<file path="config.mk">
export PLATFORM = sky130hd
export DESIGN_NAME = scg_serial_ctrl
export DESIGN_NICKNAME = d
export VERILOG_FILES = /design/src/scg_pkg.sv /design/src/scg_ctrl_if.sv /design/src/scg_serial_ctrl.sv /design/src/scg_irq_gate.sv /design/src/scg_clk_sel.sv
export SDC_FILE = /design/constraint.sdc
export NUM_CORES = 1
export LEC_CHECK = 0
export ABC_AREA = 1
export BUFFER_PORTS_ARGS = -buffer_cell sky130_fd_sc_hd__buf_2
export CORE_MARGIN = 10
export CORE_UTILIZATION = 42
export CTS_CLUSTER_DIAMETER = 100
export DETAILED_ROUTE_END_ITERATION = 16
export MAX_ROUTING_LAYER = met4
export PLACE_DENSITY = 0.75
export SLEW_MARGIN = 10
export SYNTH_ARGS = -nofsm -noshare
export SYNTH_HDL_FRONTEND = slang
export SYNTH_SLANG_ARGS = --single-unit
</file>
<file path="constraint.sdc">
create_clock -name clk_i -period 1.29 [get_ports clk_i]
set_input_delay 0.129 -clock clk_i [delete_from_list [all_inputs] [get_ports clk_i]]
set_output_delay 0.129 -clock clk_i [all_outputs]
set_load 0.02 [all_outputs]
</file>
<file path="src/scg_pkg.sv">
// Constants for the serial control and interrupt gating block.
// Assumes a 32-bit classic Wishbone register bus and a single 200 MHz clock.
package scg_pkg;

    // ****************************************
    // Register map
    // ****************************************
    localparam logic [3:0] ctrl_offset = 4'h0;
    localparam logic [3:0] status_offset = 4'h4;
    localparam logic [3:0] mode_offset = 4'h8;
    localparam logic [3:0] event_offset = 4'hc;
    localparam logic [7:0] ctrl_reset = 8'h00;
    localparam logic [7:0] status_reset = 8'h84;
    localparam logic [7:0] mode_reset = 8'h00;

    // ****************************************
    // Control fields
    // ****************************************
    localparam int ctl_tie = 7;
    localparam int ctl_rie = 6;
    localparam int ctl_te = 5;
    localparam int ctl_re = 4;
    localparam int ctl_multiproc_irq_enable = 3;
    localparam int ctl_tx_end_irq_enable = 2;
    localparam int ctl_clock_source_sel = 1;
    localparam int ctl_clock_output_sel = 0;

    // ****************************************
    // Status fields
    // ****************************************
    localparam int st_tx_empty_flag = 7;
    localparam int st_rx_full_flag = 6;
    localparam int st_overrun_flag = 5;
    localparam int st_fer = 4;
    localparam int st_per = 3;
    localparam int st_tend = 2;
    localparam int st_mpb = 1;

    // ****************************************
    // Mode fields
    // ****************************************
    localparam int md_sync = 7;
    localparam int md_mp = 2;

    // ****************************************
    // Event register fields (write 1 to inject)
    // ****************************************
    localparam int ev_load = 0;
    localparam int ev_last_bit = 1;
    localparam int ev_rx_done = 2;
    localparam int ev_rx_fer = 3;
    localparam int ev_rx_per = 4;
    localparam int ev_rx_mpb = 5;

    typedef enum logic [1:0] {
        scg_bus_idle,
        scg_bus_ack,
        scg_bus_gap
    } scg_bus_state_t;

    function automatic logic [31:0] scg_widen(input logic [7:0] v);
        return {24'h000000, v};
    endfunction

endpackage

</file>
<file path="src/scg_ctrl_if.sv">
// Interface carrying control bits from the register file to the gating logic.
// Assumes both ends sit in the clk_i domain.
`timescale 1ns/100ps
interface scg_ctrl_if;
    logic [7:0] ctrl;
    logic [7:0] status;
    logic async_mp;
    logic irq_tx_empty;
    logic irq_rx_full;
    logic irq_rx_err;
    logic irq_tx_end;

    modport regs (output ctrl, output async_mp, input status,
                  input irq_tx_empty, input irq_rx_full, input irq_rx_err, input irq_tx_end);
    modport gate (input ctrl, input async_mp, input status,
                  output irq_tx_empty, output irq_rx_full, output irq_rx_err, output irq_tx_end);
endinterface

</file>
<file path="src/scg_serial_ctrl.sv">
// Serial port control register, status flags and interrupt gating.
// Assumes a classic Wishbone master; shifter events come in as one-cycle pulses.
`timescale 1ns/100ps
module scg_serial_ctrl (
    input wire logic clk_i,
    input wire logic rst_i,
    input wire logic standby_i,
    input wire logic [3:0] wb_adr_i,
    input wire logic [31:0] wb_dat_i,
    input wire logic [3:0] wb_sel_i,
    input wire logic wb_we_i,
    input wire logic wb_cyc_i,
    input wire logic wb_stb_i,
    output logic [31:0] wb_dat_o,
    output logic wb_ack_o,
    output logic wb_err_o,
    input wire logic tx_load_i,
    input wire logic tx_last_bit_i,
    input wire logic rx_done_i,
    input wire logic rx_fer_i,
    input wire logic rx_per_i,
    input wire logic rx_mpb_i,
    input wire logic rx_start_i,
    output logic tx_start_o,
    output logic tx_busy_o,
    output logic rx_active_o,
    output logic rx_store_o,
    output logic ext_clk_sel_o,
    output logic sck_drive_o,
    output logic tx_empty_irq_o,
    output logic rx_full_irq_o,
    output logic rx_error_irq_o,
    output logic tx_end_irq_o
);

    // ****************************************
    // Declarations
    // ****************************************
    scg_ctrl_if c();
    scg_pkg::scg_bus_state_t bus_reg;
    logic [7:0] serial_control_reg;
    logic [7:0] serial_status_reg;
    logic [7:0] serial_mode_reg;
    logic [7:0] armed_reg;
    logic [7:0] sw_status;
    logic [5:0] ev;
    logic wr_hit, rd_hit, lane0, clr;
    logic tx_load, tx_last, rx_done, rx_fer, rx_per, rx_mpb;
    logic hunting, accept, mpb_frame, te, re;

    // ****************************************
    // Wishbone slave
    // ****************************************
    // One wait state: ack in the cycle after stb is seen, then one idle cycle
    always_ff @(posedge clk_i) begin
        if (rst_i) begin
            bus_reg <= scg_pkg::scg_bus_idle;
        end else begin
            case (bus_reg)
                scg_pkg::scg_bus_idle: if (wb_cyc_i && wb_stb_i) bus_reg <= scg_pkg::scg_bus_ack;
                scg_pkg::scg_bus_ack: bus_reg <= scg_pkg::scg_bus_gap;
                scg_pkg::scg_bus_gap: bus_reg <= scg_pkg::scg_bus_idle;
                default: bus_reg <= scg_pkg::scg_bus_idle;
            endcase
        end
    end

    logic mapped;
    always_comb begin
        mapped = (wb_adr_i == scg_pkg::ctrl_offset) || (wb_adr_i == scg_pkg::status_offset)
            || (wb_adr_i == scg_pkg::mode_offset) || (wb_adr_i == scg_pkg::event_offset);
    end

    assign wb_ack_o = (bus_reg == scg_pkg::scg_bus_ack) && wb_cyc_i && wb_stb_i && mapped;
    assign wb_err_o = (bus_reg == scg_pkg::scg_bus_ack) && wb_cyc_i && wb_stb_i && !mapped;
    assign lane0 = wb_sel_i[0];
    assign wr_hit = wb_ack_o && wb_we_i && lane0;
    assign rd_hit = wb_ack_o && !wb_we_i;
    assign clr = standby_i;

    always_ff @(posedge clk_i) begin
        if (rst_i) begin
            wb_dat_o <= 32'h00000000;
        end else if ((bus_reg == scg_pkg::scg_bus_idle) && wb_cyc_i && wb_stb_i && !wb_we_i) begin
            case (wb_adr_i)
                scg_pkg::ctrl_offset: wb_dat_o <= scg_pkg::scg_widen(serial_control_reg);
                scg_pkg::status_offset: wb_dat_o <= scg_pkg::scg_widen(serial_status_reg);
                scg_pkg::mode_offset: wb_dat_o <= scg_pkg::scg_widen(serial_mode_reg);
                default: wb_dat_o <= 32'h00000000;
            endcase
        end
    end

    // ****************************************
    // Event injection and qualification
    // ****************************************
    assign ev = (wr_hit && wb_adr_i == scg_pkg::event_offset) ? wb_dat_i[5:0] : 6'h00;
    assign te = serial_control_reg[scg_pkg::ctl_te];
    assign re = serial_control_reg[scg_pkg::ctl_re];
    assign c.async_mp = !serial_mode_reg[scg_pkg::md_sync] && serial_mode_reg[scg_pkg::md_mp];
    assign hunting = serial_control_reg[scg_pkg::ctl_multiproc_irq_enable] && c.async_mp;
    assign tx_load = te && !serial_status_reg[scg_pkg::st_tx_empty_flag] && (tx_load_i || ev[scg_pkg::ev_load]);
    assign tx_last = te && (tx_last_bit_i || ev[scg_pkg::ev_last_bit]);
    assign rx_done = re && (rx_done_i || ev[scg_pkg::ev_rx_done]);
    assign rx_fer = rx_fer_i || ev[scg_pkg::ev_rx_fer];
    assign rx_per = rx_per_i || ev[scg_pkg::ev_rx_per];
    assign rx_mpb = rx_mpb_i || ev[scg_pkg::ev_rx_mpb];
    assign mpb_frame = rx_done && c.async_mp && rx_mpb;
    // Frames are dropped while hunting unless they carry the marker bit
    assign accept = rx_done && (!hunting || mpb_frame);

    // ****************************************
    // Control and mode registers
    // ****************************************
    always_ff @(posedge clk_i) begin
        if (rst_i || clr) begin
            serial_control_reg <= scg_pkg::ctrl_reset;
        end else begin
            if (wr_hit && wb_adr_i == scg_pkg::ctrl_offset) begin
                serial_control_reg <= wb_dat_i[7:0];
            end
            if (hunting && mpb_frame) begin
                serial_control_reg[scg_pkg::ctl_multiproc_irq_enable] <= 1'b0;
            end
        end
    end

    always_ff @(posedge clk_i) begin
        if (rst_i || clr) begin
            serial_mode_reg <= scg_pkg::mode_reset;
        end else if (wr_hit && wb_adr_i == scg_pkg::mode_offset) begin
            serial_mode_reg <= wb_dat_i[7:0];
        end
    end

    // ****************************************
    // Status flags
    // ****************************************
    // A flag may be cleared only after being read as one; arm on read
    always_ff @(posedge clk_i) begin
        if (rst_i || clr) begin
            armed_reg <= 8'h00;
        end else if (rd_hit && wb_adr_i == scg_pkg::status_offset) begin
            armed_reg <= armed_reg | serial_status_reg;
        end else if (wr_hit && wb_adr_i == scg_pkg::status_offset) begin
            armed_reg <= armed_reg & wb_dat_i[7:0];
        end
    end

    // Written zero on an armed bit clears it; tx-end and mp bit are read-only
    localparam logic [7:0] read_only_mask = 8'h07;
    assign sw_status = (wr_hit && wb_adr_i == scg_pkg::status_offset)
        ? (serial_status_reg & (wb_dat_i[7:0] | ~armed_reg | read_only_mask)) : serial_status_reg;

    always_ff @(posedge clk_i) begin
        if (rst_i || clr) begin
            serial_status_reg <= scg_pkg::status_reset;
        end else begin
            serial_status_reg <= sw_status;
            // Hardware sets after the software clear so a same-cycle event wins
            if (!te) begin
                serial_status_reg[scg_pkg::st_tx_empty_flag] <= 1'b1;
            end else if (tx_load) begin
                serial_status_reg[scg_pkg::st_tx_empty_flag] <= 1'b1;
            end
            if (tx_load) begin
                serial_status_reg[scg_pkg::st_tend] <= 1'b0;
            end else if (tx_last && serial_status_reg[scg_pkg::st_tx_empty_flag]) begin
                serial_status_reg[scg_pkg::st_tend] <= 1'b1;
            end else if (!te) begin
                serial_status_reg[scg_pkg::st_tend] <= 1'b1;
            end
            // Full and error flags move only on accepted frames, the mp bit on every async mp frame; receive enable clear leaves them
            if (accept) begin
                if (serial_status_reg[scg_pkg::st_rx_full_flag]) begin
                    serial_status_reg[scg_pkg::st_overrun_flag] <= 1'b1;
                end else if (rx_fer) begin
                    serial_status_reg[scg_pkg::st_fer] <= 1'b1;
                end else if (rx_per && !c.async_mp) begin
                    serial_status_reg[scg_pkg::st_per] <= 1'b1;
                end else begin
                    serial_status_reg[scg_pkg::st_rx_full_flag] <= 1'b1;
                end
            end
            if (rx_done && c.async_mp) begin
                serial_status_reg[scg_pkg::st_mpb] <= rx_mpb;
            end
        end
    end

    // ****************************************
    // Shifter handshakes
    // ****************************************
    always_ff @(posedge clk_i) begin
        if (rst_i || clr) begin
            tx_start_o <= 1'b0;
            tx_busy_o <= 1'b0;
            rx_active_o <= 1'b0;
            rx_store_o <= 1'b0;
        end else begin
            tx_start_o <= tx_load;
            tx_busy_o <= te && (tx_load || (tx_busy_o && !tx_last));
            rx_active_o <= re && (rx_start_i || (rx_active_o && !rx_done));
            rx_store_o <= accept && !serial_status_reg[scg_pkg::st_rx_full_flag]
                && !rx_fer && !(rx_per && !c.async_mp);
        end
    end

    // ****************************************
    // Interrupt gating and clock select
    // ****************************************
    assign c.ctrl = serial_control_reg;
    assign c.status = serial_status_reg;

    scg_irq_gate u_gate (
        .clk_i(clk_i),
        .rst_i(rst_i),
        .c(c)
    );

    scg_clk_sel u_clk (
        .clk_i(clk_i),
        .rst_i(rst_i),
        .c(c),
        .sync_mode_i(serial_mode_reg[scg_pkg::md_sync]),
        .ext_clk_sel_o(ext_clk_sel_o),
        .sck_drive_o(sck_drive_o)
    );

    assign tx_empty_irq_o = c.irq_tx_empty;
    assign rx_full_irq_o = c.irq_rx_full;
    assign rx_error_irq_o = c.irq_rx_err;
    assign tx_end_irq_o = c.irq_tx_end;

endmodule // scg_serial_ctrl

</file>
<file path="src/scg_irq_gate.sv">
// Level interrupt gating: flag AND enable every cycle.
// Assumes status and control are already registered.
`timescale 1ns/100ps
module scg_irq_gate (
    input wire logic clk_i,
    input wire logic rst_i,
    scg_ctrl_if.gate c
);
    always_ff @(posedge clk_i) begin
        if (rst_i) begin
            c.irq_tx_empty <= 1'b0;
            c.irq_rx_full <= 1'b0;
            c.irq_rx_err <= 1'b0;
            c.irq_tx_end <= 1'b0;
        end else begin
            c.irq_tx_empty <= c.ctrl[scg_pkg::ctl_tie] & c.status[scg_pkg::st_tx_empty_flag];
            c.irq_rx_full <= c.ctrl[scg_pkg::ctl_rie] & c.status[scg_pkg::st_rx_full_flag];
            c.irq_rx_err <= c.ctrl[scg_pkg::ctl_rie]
                & (c.status[scg_pkg::st_overrun_flag] | c.status[scg_pkg::st_fer] | c.status[scg_pkg::st_per]);
            c.irq_tx_end <= c.ctrl[scg_pkg::ctl_tx_end_irq_enable] & c.status[scg_pkg::st_tend];
        end
    end
endmodule // scg_irq_gate

</file>
<file path="src/scg_clk_sel.sv">
// Serial clock pin direction selection from the clock-enable bits.
// Assumes the mode bit is stable while the port is in use.
`timescale 1ns/100ps
module scg_clk_sel (
    input wire logic clk_i,
    input wire logic rst_i,
    scg_ctrl_if.gate c,
    input wire logic sync_mode_i,
    output logic ext_clk_sel_o,
    output logic sck_drive_o
);
    always_ff @(posedge clk_i) begin
        if (rst_i) begin
            ext_clk_sel_o <= 1'b0;
            sck_drive_o <= 1'b0;
        end else begin
            ext_clk_sel_o <= c.ctrl[scg_pkg::ctl_clock_source_sel];
            // Sync mode always drives on internal clock; async only when selected
            sck_drive_o <= ~c.ctrl[scg_pkg::ctl_clock_source_sel]
                & (sync_mode_i | c.ctrl[scg_pkg::ctl_clock_output_sel]);
        end
    end
endmodule // scg_clk_sel

</file>
; Word-level counts from Yosys, hierarchy flattened
; Cells that the tools add are included.
[word_totals]
output_inout_bits = 44
wordCells = 127
register_bits = 76
inputBits = 53
[op_classes]
bitwise_logic = 15
n_mux = 20
n_reduce_logical = 65
n_eq_ne = 6
[op_table]
columns = cell, count
row1 = 1-bit logical AND, 35
row2 = 8-bit one-hot mux with 3 select lines, 1
row3 = 8-bit bitwise AND, 2
row4 = 8-bit two-way mux, 2
row5 = 8-bit OR, 2
row6 = 1-bit logical OR, 13
row7 = 1-bit logical NOT, 11
row8 = 1-bit two-way mux, 11
row9 = "4-bit equality test, second input constant", 2
row10 = 8-bit NOT, 1
row11 = 7-bit two-way mux, 1
row12 = 6-bit two-way mux, 1
row13 = 1-bit bitwise AND, 5
row14 = "4-bit by 3-bit equality test with 1-bit output, second input constant", 1
row15 = 4-bit logical NOT, 1
row16 = 2-bit two-way mux, 2
row17 = 4-bit two-way mux, 1
row18 = "4-bit by 1-bit != test with 1-bit output, second input constant", 1
row19 = 2-bit one-hot mux with 2 select lines, 1
row20 = 2-bit nonzero test, 2
row21 = 1-bit OR, 3
row22 = 3-bit OR reduction, 1
row23 = "2-bit by 1-bit equality test with 1-bit output, second input constant", 1
row24 = 2-bit logical NOT, 1
row25 = other kinds (3), 4

; Longest topological paths before layout
; Gate-level depths: netlist of run 1.
[logic_depth]
depth_word = 18
mapped_depth = 10
depth_no_buf = 10

; Worst setup path after synthesis of run 1
; OpenSTA, ideal clock, no wires.
[synth_timing]
path_kind = reg2reg
start = register bus_reg[0]
end = register serial_control_reg[3], in the netlist c.ctrl[3]
t_required_ns = 1.173
path_buffers = 1
synth_period_minus_slack_ns = 1.372
arrival_time_ns = 1.255
stages_incl_launch_ff = 9
setup_ns = 0.117
slack_ns = -0.082
path_cell_list = dfxtp_1 -> inv_1 -> nor2_1 -> nand3_2 -> nor2_4 -> nand3_1 -> buf_2 -> o21ai_0 -> nor2_1
[synth_between]
elab_chain_cells = 14
word_cells_on_any_way = 16
classes_between = eq/ne (1) / mux (1) / reduce/logical (14)
[synth_rtl]
columns = item, line_no
row1 = start: declaration, scg_serial_ctrl.sv:40  ; scg_pkg::scg_bus_state_t bus_reg;
row2 = start signal: assignment, scg_serial_ctrl.sv:57  ; bus_reg <= scg_pkg::scg_bus_idle;
row3 = start signal: assignment, scg_serial_ctrl.sv:60  ; scg_pkg::scg_bus_idle: if (wb_cyc_i && wb_stb_i) bus_reg <= scg_pkg::scg_bus_ack;
row4 = start signal: assignment, scg_serial_ctrl.sv:61  ; scg_pkg::scg_bus_ack: bus_reg <= scg_pkg::scg_bus_gap;
row5 = 2-bit by 1-bit equality test with 1-bit output (*), scg_serial_ctrl.sv:74  ; assign wb_ack_o = (bus_reg == scg_pkg::scg_bus_ack) && wb_cyc_i && wb_stb_i && mapped;
row6 = 1-bit logical AND (*) (3 in a row), scg_serial_ctrl.sv:74
row7 = 1-bit logical AND (*) (2 in a row), scg_serial_ctrl.sv:77  ; assign wr_hit = wb_ack_o && wb_we_i && lane0;
row8 = 1-bit logical AND, scg_serial_ctrl.sv:97  ; assign ev = (wr_hit && wb_adr_i == scg_pkg::event_offset) ? wb_dat_i[5:0] : 6'h00;
row9 = 6-bit two-way mux, scg_serial_ctrl.sv:97
row10 = 1-bit logical OR, scg_serial_ctrl.sv:104  ; assign rx_done = re && (rx_done_i || ev[scg_pkg::ev_rx_done]);
row11 = 1-bit logical AND, scg_serial_ctrl.sv:104
row12 = 1-bit logical AND (2 in a row), scg_serial_ctrl.sv:108  ; assign mpb_frame = rx_done && c.async_mp && rx_mpb;
row13 = 1-bit logical AND, scg_serial_ctrl.sv:122  ; if (hunting && mpb_frame) begin
row14 = 2-bit OR reduction (no source line), --
row15 = end signal: assignment, scg_serial_ctrl.sv:117  ; serial_control_reg <= scg_pkg::ctrl_reset;
row16 = end signal: assignment, scg_serial_ctrl.sv:120  ; serial_control_reg <= wb_dat_i[7:0];
row17 = end: declaration, scg_serial_ctrl.sv:41  ; logic [7:0] serial_control_reg;
; Mark *: on every way between the ends. The rest lies on a longest branch, timed or not.
; A chain may end at the register's enable or synchronous reset.

; Final worst setup path of run 1
; Same ends and word-level chain as after synthesis.

==> out/qor.txt, run 1 <==
Final layout net count: 422
Crit path max fanout: 5
DRT Pass-1 Iters: 4
Fmax: 0.6654 GHz
Post-CTS Hold Fix Bufs: 0
Post-route ant nets: 0
First-pass GRT wire length: 9328 um
Layout overhead on the synthesized area: 33.08%
Outcome: finished, violations left
Area occupied by multi-input gates: 1084 um^2
Worst Hold Margin: 0.05122 ns
Pwr dens: 979.1 nW/um^2
Die Span X: 91.77 um
# DRC: 0
Placed insts: 423
CTS Buffer Depth: 2
H-tree Lvls: 2
Hold Crit Class: input pin to flop
Syn. warnings: 0
Worst-Skew Late Latency: 0.30 ns
Final setup violating endpoints: 30
Post-synth ARST share: 0%
Layout cells sized above 1: 32.97%
Fin Setup TNS: -2.824 ns
Post-Place Worst Slack: -0.1828 ns
Iter 0 DRT Violations: 261
# clock sinks: 48
Pins over their slew limit: 0
Port buffer count: 45
RSZ-0062 raised after global routing: true
Cts bufs inserted: 5
Crit path required time: 1.49 ns
Fin crit share: 116.5%
Max Cap Viol: 0
Failing checks: negative setup slack
Filler Cell Count: 486
Placement-stage cell area: 2529 um^2
Die area: 8422 um^2
Root buf cell: clkbuf_8
GR Util All Layers: 13.56%
Post-synthesis cell area: 2163 um^2
Rows: 26
P_leak: 1.220 nW
Yosys cell types: 22
Crit. End Element: flop
Final Util: 57.10%
Min-delay src: rx_start_i
Cell taking the most area after synthesis: dfxtp_1
Routed WL: 6032 um
Mapped Cells: 294
Top-count cell post-synth: nand2_1
Worst r2r path cells: 10
Clock-pin slew of the registers on the worst-case setup and hold paths: 0.09 ns
Setup ws final: -0.2128 ns
Critical Path AT: 1.70 ns
Die Height: 91.77 um
Maximum number of pins on one net before global-route repair: 24
Hold Fails Final Rpt: 0
Post-synth top area share: 44.42%
Initial Utilization: 42.90%
R2r endpoint: c.ctrl[3]
Via-to-Cell Ratio: 4.830
Final non-filler cell total: 440
Synth area leaders: dfxtp_1 (44%), nand2_1 (8.8%), buf_4 (8.3%)
Global Route met3 Usage: 3.912%
Avg Cell Area, Syn: 7.358 um^2
Total core area: 5042 um^2
Main synth FF type: dfxtp_1
Worst reg2reg path startpoint: bus_reg[0]
Grt met1 use: 16.23%
Grt total ovfl: 0
Met2 Usage GRT: 21.68%
CTS tree: built
Register area: 963.4 um^2
GPL Wtd Cong: 0.8708
Via count: 2125
Post-synthesis sequential area ratio: 44.42%
Boundary pin count: 97
VDD IR-drop max: 611.5 uV
Top cells by count, synth: nand2_1 (51), dfxtp_1 (48), inv_1 (39), a21oi_1 (32), buf_4 (24)
Hold Crit Depth: 3
Number of flops mapped to enable cells by yosys: 0
Vias in the first global route: 2021
Post-synthesis register bit count: 48
Post-Layout Inst Area: 2879 um^2
Initial antenna violation count: 0
Post-DP HPWL: 4459 um
Hold endpoint: rx_active_o
Final worst path period need: 1.503 ns
WL/cell: 13.71 um
Flop2flop setup slack: -0.21 ns
Layout Skew: 0.005085 ns
CP Class: flop to flop
# diodes: 0
Critical path launch point type: flop
Total power: 2.819 mW
GR peak layer: met2
==> power by group <==
group	switching, mW	internal, mW
registers	0.00177	1.48
clock network	0.495	0.573
logic	0.189	0.0769
total	0.686	2.13
==> area by class of cell <==
type                    count  area share (%)
clock inverters             3           1.478
clock buffers               5           2.390
well taps                  70           3.042
inverters                  40           5.215
repair buffers             74           16.78
multi-input cells         200           37.64
flip-flops and latches     48           33.46
==> worst max-delay path by stage <==
stage,to,start,slack (ns)
global placement,c.status[2],bus_reg[0],-0.19
finish,c.ctrl[3],bus_reg[0],-0.21
global route,c.ctrl[3],bus_reg[0],-0.29
CTS,c.status[6],bus_reg[0],-0.20
floorplan,serial_mode_reg[1],bus_reg[0],-0.01
detailed placement,c.status[2],bus_reg[0],-0.18
==> cells by family (layout without fill, tap and decap cells) <==
family          after synthesis  in the layout  synth area share, %
compound gates               68             68                17.35
buf+inv                      70            122                16.43
flops                        48             48                44.42
other cells                   1             24               0.1733
simple gates                107            108                21.63
==> critical path, stage by stage (launching register included) <==
cell	delay (ns)
dfxtp_2	0.34
inv_2	0.04
nor2_2	0.08
nand3_2	0.10
nor2_4	0.18
buf_12	0.14
nand3_4	0.09
a21oi_4	0.18
nand3_2	0.11
nor2_1	0.11
nor2_1	0.04
==> what timing repair did <==
item                                    in CTS  in global routing
endpoints found under the setup margin      34                 37
gates resized for setup                     15                 45
buffers inserted                             3                  6
pin swaps                                    7                 11
gates cloned                                 0                  1
==> per-layer routing <==
| metal | vias up | part of all wire (%) |
|---|---|---|
| li1 | 1063 | - |
| met1 | 963 | 44 |
| met2 | 94 | 48 |
| met3 | 5 | 7.2 |
| met4 | 0 | 0.93 |
| met5 | - | 0 |
==> placed cells by master (no fill, tap or decap), types with 5 or more instances in the layout <==
| cell | synthesis | routed |
|---|---|---|
| conb_1 | 1 | 24 |
| buf_6 | 0 | 6 |
| nor2_2 | 0 | 8 |
| a21oi_1 | 32 | 28 |
| o21ai_1 | 0 | 14 |
| inv_1 | 39 | 34 |
| nor2_1 | 23 | 15 |
| buf_2 | 2 | 43 |
| o21ai_0 | 23 | 6 |
| clkbuf_8 | 0 | 5 |
| o221ai_1 | 5 | 5 |
| dfxtp_1 | 48 | 46 |
| nor3_1 | 10 | 8 |
| buf_4 | 24 | 24 |
| nand3_1 | 18 | 13 |
| inv_2 | 0 | 5 |
| nand2_1 | 51 | 48 |
(Power assumes the default switching activity.)
==> inputs of run 2 (changes only) <==
--- a/config.mk
+++ b/config.mk
@@ -8,11 +8,11 @@
 export ABC_AREA = 1
 export BUFFER_PORTS_ARGS = -buffer_cell sky130_fd_sc_hd__buf_2
 export CORE_MARGIN = 10
-export CORE_UTILIZATION = 42
+export CORE_UTILIZATION = 30
 export CTS_CLUSTER_DIAMETER = 100
 export DETAILED_ROUTE_END_ITERATION = 16
 export MAX_ROUTING_LAYER = met4
-export PLACE_DENSITY = 0.75
+export SETUP_SLACK_MARGIN = 0.1
 export SLEW_MARGIN = 10
 export SYNTH_ARGS = -nofsm -noshare
 export SYNTH_HDL_FRONTEND = slang
==> run 2 against run 1 <==
Against the previous run:
- the flow still finishes with violations (negative setup slack)
- register-to-register slack barely moved
- setup slack improved by 0.0065 ns
- critical path depth did not move
- largest power group unchanged
- core utilization fell by 12 points
- final cell count rose by 6.4%
- first-iteration DRC count fell by 62%
- non-clock buffer count rose by 2
- largest cell class unchanged
- clock skew rose by 0.0015 ns
- sequential power barely moved
- combinational power rose by 11%
- via count fell by 2.2%
- die area rose by 31%
==> out/qor.txt, run 2 (synthesis gave the netlist of run 1 again) <==
Root buf cell: clkbuf_8
Final layout net count: 424 (+0.47%)
Critical Path AT: 1.76 ns (+0.06 ns)
Fmax: 0.6683 GHz (+0.43%)
First-pass GRT wire length: 10290 um (+10%)
Slowest stage delay, CP: 0.34 ns (about the same)
CP cell instances: inv_2 -> nor2_2 -> nand3_2 -> nor2_4 -> buf_12 -> nand3_2 -> nand2_1 -> nor3_1 -> nand3_2 -> nand2_1
Worst-Skew Late Latency: 0.31 ns (about the same)
# DRC: 0 (unchanged)
GPL Wtd Cong: 0.8894 (+2.1%)
Most frequent CP cell: nand3_2
Grt met1 use: 14.81% (-1.4 points)
CTS Buffer Depth: 2 (unchanged)
Final non-filler cell total: 468 (+6.4%)
Pins over their slew limit: 0 (unchanged)
Layout overhead on the synthesized area: 42.74%
Failing checks: negative setup slack
Commonest non-fill, non-tap cell in the layout: dfxtp_1
GR Util All Layers: 11.54% (-2.0 points)
CTS tree: built
Post-Place Worst Slack: -0.1688 ns (+0.01403 ns)
Boundary pin count: 97 (unchanged)
R2r endpoint: c.status[6]
Worst r2r path cells: 10 (unchanged)
Critical path launch point type: flop
Outcome: finished, violations left
Met2 Usage GRT: 17.04% (-4.6 points)
Die area: 11010 um^2 (+31%)
Final setup violating endpoints: 34 (+13%)
Hold Fails Final Rpt: 0 (unchanged)
Iter 0 DRT Violations: 99 (-62%)
Clock-pin slew of the registers on the worst-case setup and hold paths: 0.09 ns (about the same)
Rows: 30 (+15%)
Total core area: 6907 um^2 (+37%)
RSZ-0062 raised after global routing: true
Layout Skew: 0.006623 ns (+0.001538 ns)
Initial antenna violation count: 0 (unchanged)
Via-to-Cell Ratio: 4.442 (-8.0%)
Die Height: 104.9 um (+14%)
Routed WL: 6560 um (+8.8%)
DRT Pass-1 Iters: 5 (+1)
Grt total ovfl: 0 (unchanged)
# diodes: 0 (unchanged)
Placed insts: 449 (+6.1%)
GR peak layer: met2
Port buffer count: 45 (unchanged)
Post-CTS Hold Fix Bufs: 0 (unchanged)
Crit. End Element: flop
# clock sinks: 48 (unchanged)
Hold endpoint: rx_active_o
Min-delay src: rx_start_i
Fin crit share: 116.0% (-0.50 points)
Setup ws final: -0.2063 ns (+0.006485 ns)
Final Util: 44.71% (-12 points)
Flop2flop setup slack: -0.21 ns (about the same)
Max Cap Viol: 0 (unchanged)
Worst reg2reg path startpoint: bus_reg[0]
Initial Utilization: 31.32% (-12 points)
Crit path required time: 1.55 ns (+0.06 ns)
Hold Crit Class: input pin to flop
Cts bufs inserted: 5 (unchanged)
Final worst path period need: 1.496 ns (-0.006485 ns)
VDD IR-drop max: 397.0 uV (-35%)
Global Route met3 Usage: 3.378% (-0.53 points)
Post-DP HPWL: 4679 um (+5.0%)
Commonest cells after routing, fill and taps aside: dfxtp_1 (46), nand2_1 (43), buf_2 (43)
Via count: 2079 (-2.2%)
P_leak: 1.246 nW (+2.1%)
Vias in the first global route: 2030 (+0.45%)
CP max-delay cell: dfxtp_2
Pwr dens: 938.9 nW/um^2 (-4.1%)
Hold Crit Depth: 3 (unchanged)
Layout cells sized above 1: 37.90% (+4.9 points)
Die Span X: 104.9 um (+14%)
WL/cell: 14.02 um (+2.2%)
Post-route ant nets: 0 (unchanged)
Maximum number of pins on one net before global-route repair: 24 (unchanged)
Crit path max fanout: 8 (+3)
Total power: 2.899 mW (+2.9%)
H-tree Lvls: 2 (unchanged)
CP Class: flop to flop
[run 2: changes by cell type in the layout (fill, tap and decap cells not counted), moves of 2 or more]
cell     before  now
nand2_8       0    3
nand2_1      48   43
nand3_1      13   11
nand2_2       2    5
nand3_2       4    6
o21ai_0       6    3
nor2_2        8    3
o21ai_2       3    8
nor2_4        3    9
a21oi_1      28   24
o21ai_1      14   11
a21oi_2       4    8
[run 2: cell type report]
class	count	area (um^2)
clock buffer	5	68.82
inverter	40	150.1
clock inverter	3	42.54
sequential	48	963.4
multi-input combinational	200	1225
fill	716	3819
timing repair buffer	76	518.0
tap	96	120.1
[run 2: worst max-delay path: cells and delay by family (launching register included)]
| family | cells | cell delay (ns) |
|---|---|---|
| DFF | 1 | 0.34 |
| buffers and inverters | 2 | 0.20 |
| and+or+nand+nor | 8 | 0.91 |
[run 2: worst max-delay path by stage]
| stage | from | end | slack (ns) | depth (start not counted) |
|---|---|---|---|---|
| after floorplan | bus_reg[0] | c.ctrl[3] | -0.03 | 9 |
| after global placement | bus_reg[0] | c.ctrl[3] | -0.12 | 9 |
| after detailed placement | bus_reg[0] | c.ctrl[3] | -0.17 | 9 |
| after CTS | bus_reg[0] | c.ctrl[3] | -0.11 | 10 |
| after global routing | bus_reg[0] | c.status[6] | -0.30 | 10 |
| final | bus_reg[0] | c.status[6] | -0.21 | 10 |
[run 2: repair_timing]
item	4_1_cts	5_1_grt
endpoints found under the setup margin	36	42
gates cloned	1	0
buffers inserted	3	7
pin swaps	11	8
hold endpoints to repair	0	0
resized for setup	39	50
[run 2: routing by layer]
metal  up-vias  share of wire (%)  wire (um)
li1       1068                  -          -
met3         8                6.2        405
met2        72                 46       3024
met1       931                 47       3057
met5         -                  0          0
met4         0                1.1         73
[run 2: report_power, final]
group          leakage [nW]  internal, mW  switching (mW)  total (mW)
combinational         0.805        0.0869           0.209       0.296
sequential            0.388          1.48         0.00181        1.49
clock                0.0541         0.574           0.544        1.12
[run 2: stage by stage]
step | hold WS, ns | cell area (um^2) | setup TNS, ns
6_report | 0.03681 | 3088 | -3.889
5_1_grt | 0.07559 | 3088 | -6.069
4_1_cts | 0.03252 | 2865 | -1.281
3_5_place_dp | 0.3484 | 2574 | -2.957
3_3_place_gp | 0.3409 | 2574 | -2.312
2_1_floorplan | 0.2464 | 2282 | -0.05991
==> inputs of run 3 (changes only) <==
--- a/config.mk
+++ b/config.mk
@@ -12,8 +12,8 @@
 export CTS_CLUSTER_DIAMETER = 100
 export DETAILED_ROUTE_END_ITERATION = 16
 export MAX_ROUTING_LAYER = met4
-export SETUP_SLACK_MARGIN = 0.1
-export SLEW_MARGIN = 10
+export PLACE_DENSITY_LB_ADDON = 0.12
+export SLEW_MARGIN = 30
 export SYNTH_ARGS = -nofsm -noshare
 export SYNTH_HDL_FRONTEND = slang
 export SYNTH_SLANG_ARGS = --single-unit
==> run 3 against run 2 <==
Against the previous run:
- the flow still finishes with violations (negative setup slack)
- global-route usage down 0.15 points
- critical path type unchanged
- sequential power about the same
- largest power group unchanged
- clock-buffer cell count did not move
- final cell count is 1.3% lower
- via count shrank 3.0%
- die area is the same
- clock skew increased by 0.0014 ns
==> out/qor.txt, run 3 (synthesis gave the netlist of run 1 again) <==
Outcome: finished, violations left
Failing checks: negative setup slack
Worst-Skew Late Latency: 0.30 ns (about the same)
Crit path max-delay family: simple AND/OR/NAND/NOR gates
Hold endpoint: rx_active_o
Final non-filler cell total: 462 (-1.3%)
P_leak: 1.215 nW (-2.5%)
Maximum number of pins on one net before global-route repair: 24 (unchanged)
GR peak layer: met2
RSZ-0062 raised after global routing: true
Final Util: 41.87% (-2.8 points)
Root buf cell: clkbuf_8
WL/cell: 13.68 um (-2.4%)
Post-Layout Inst Area: 2892 um^2 (-6.4%)
Flop pwr share: 51.6% (+0.4 points)
Initial Utilization: 31.32% (unchanged)
Final layout net count: 418 (-1.4%)
Critical path launch point type: flop
Vias in the first global route: 2049 (+0.94%)
CTS Buffer Depth: 2 (unchanged)
DRT Pass-1 Iters: 4 (-1)
Clock-pin slew of the registers on the worst-case setup and hold paths: 0.10 ns (about the same)
Fin crit share: 110.7% (-5.3 points)
GPL Wtd Cong: 0.7853 (-12%)
Slowest stage delay, CP: 0.34 ns (about the same)
Hold Crit Depth: 3 (unchanged)
Layout Skew: 0.008064 ns (+0.001441 ns)
First-pass GRT wire length: 10220 um (-0.67%)
Placement-stage cell area: 2566 um^2 (-0.29%)
CP cell instances: inv_2 -> nor2_4 -> nand3_2 -> nor2_4 -> buf_4 -> nand3_2 -> buf_12 -> a21oi_1 -> o21ai_0 -> nor2_1
Final worst path period need: 1.428 ns (-0.06820 ns)
Initial antenna violation count: 0 (unchanged)
Hold Fails Final Rpt: 0 (unchanged)
Fmax: 0.7002 GHz (+4.8%)
# DRC: 0 (unchanged)
Critical path buffers and inverters: 3 (+1)
Commonest non-fill, non-tap cell in the layout: nand2_1
Sw Pwr: 0.7320 mW (-3.0%)
Port buffer count: 45 (unchanged)
Grt total ovfl: 0 (unchanged)
Placed insts: 448 (-0.22%)
R2r endpoint: c.ctrl[3]
Crit path required time: 1.53 ns (-0.02 ns)
Post-route ant nets: 0 (unchanged)
Hold Crit Class: input pin to flop
Die Span X: 104.9 um (unchanged)
Crit path max fanout: 16 (+8)
Register area: 963.4 um^2 (unchanged)
Post-Place Worst Slack: -0.3276 ns (-0.1589 ns)
Clk pwr share: 39.2% (+0.6 points)
Boundary pin count: 97 (unchanged)
Area occupied by multi-input gates: 1086 um^2 (-11%)
Grt met1 use: 14.83% (+0.023 points)
Via count: 2016 (-3.0%)
Post-DP HPWL: 4865 um (+4.0%)
Layout cells sized above 1: 32.51% (-5.4 points)
Layout overhead on the synthesized area: 33.66%
Via-to-Cell Ratio: 4.364 (-1.8%)
# diodes: 0 (unchanged)
CP Class: flop to flop
Setup ws final: -0.1381 ns (+0.06820 ns)
CTS tree: built
Iter 0 DRT Violations: 52 (-47%)
Cts bufs inserted: 5 (unchanged)
Commonest cells after routing, fill and taps aside: nand2_1 (47), dfxtp_1 (46), buf_2 (43)
Global Route met3 Usage: 3.133% (-0.25 points)
Filler Cell Count: 781 (+9.1%)
VDD IR-drop max: 404.7 uV (+1.9%)
Max Cap Viol: 0 (unchanged)
Sw Ratio: 25.43% (-0.60 points)
Final setup violating endpoints: 27 (-21%)
Worst reg2reg path startpoint: bus_reg[0]
Met2 Usage GRT: 16.77% (-0.27 points)
Pins over their slew limit: 0 (unchanged)
# clock sinks: 48 (unchanged)
Die Height: 104.9 um (unchanged)
Worst r2r path cells: 10 (unchanged)
Min-delay src: rx_start_i
Flop2flop setup slack: -0.14 ns (+0.07 ns)
Comb power frac: 9.3% (-0.9 points)
GR Util All Layers: 11.39% (-0.15 points)
CP max-delay cell: dfxtp_2
Die area: 11010 um^2 (unchanged)
Pwr dens: 995.5 nW/um^2 (+6.0%)
Crit. End Element: flop
H-tree Lvls: 2 (unchanged)
Total core area: 6907 um^2 (unchanged)
Internal power: 2.147 mW (about the same)
Rows: 30 (unchanged)
Routed WL: 6320 um (-3.7%)
Critical Path AT: 1.67 ns (-0.09 ns)
## run 3: what timing repair did
item | CTS | global route
hold buffers | 0 | 0
setup endpoints to repair | 34 | 42
endpoints found under the hold margin | 0 | 0
buffers inserted | 3 | 2
pin swaps | 7 | 7
resized for setup | 35 | 31
cloned | 0 | 1
## run 3: per-stage QoR
| step | hold slack [ns] | power (mW) | TNS (ns) |
|---|---|---|---|
| after floorplan | 0.2464 | 1.710 | -0.02315 |
| after global placement | 0.3393 | 1.757 | -2.942 |
| after detailed placement | 0.3433 | 1.756 | -3.580 |
| after CTS | 0.02552 | 2.904 | -2.843 |
| after global routing | 0.05367 | 3.018 | -5.428 |
| final | 0.04368 | 2.879 | -1.668 |
## run 3: area by class of cell
cell class | count | area share [%]
well taps | 96 | 4.154
multi-input cells | 199 | 37.56
clock buffers | 5 | 2.380
repair buffers | 71 | 15.79
inverters | 40 | 5.193
clock inverters | 3 | 1.601
flip-flops and latches | 48 | 33.32
## run 3: layer usage
metal / share of wire, % / wire (um) / up-vias
met5: 0 / 0 / -
met4: 0.85 / 54 / 0
met3: 4.6 / 291 / 7
met2: 44 / 2797 / 50
met1: 50 / 3176 / 905
li1: - / - / 1054
## run 3: power groups by stage
stage | Sequential, mW | Clock (mW) | Combinational, mW
2_1_floorplan | 1.52 | 0 | 0.190
3_3_place_gp | 1.52 | 0 | 0.238
3_5_place_dp | 1.52 | 0 | 0.236
4_1_cts | 1.48 | 1.17 | 0.248
5_1_grt | 1.49 | 1.24 | 0.293
6_report | 1.49 | 1.13 | 0.266
## run 3: worst min-delay path, cell delays in order
cell     delay, ns
buf_2         0.09
a21oi_2       0.03
nor2_1        0.06
## run 3: worst max path at each step
stage | to | depth (start not counted) | start | slack, ns
after floorplan | serial_mode_reg[1] | 8 | bus_reg[0] | -0.01
after global placement | c.status[2] | 9 | bus_reg[0] | -0.33
after detailed placement | c.status[2] | 9 | bus_reg[0] | -0.33
after CTS | c.ctrl[3] | 10 | bus_reg[0] | -0.19
after global routing | c.status[6] | 11 | bus_reg[0] | -0.28
final | c.ctrl[3] | 10 | bus_reg[0] | -0.14
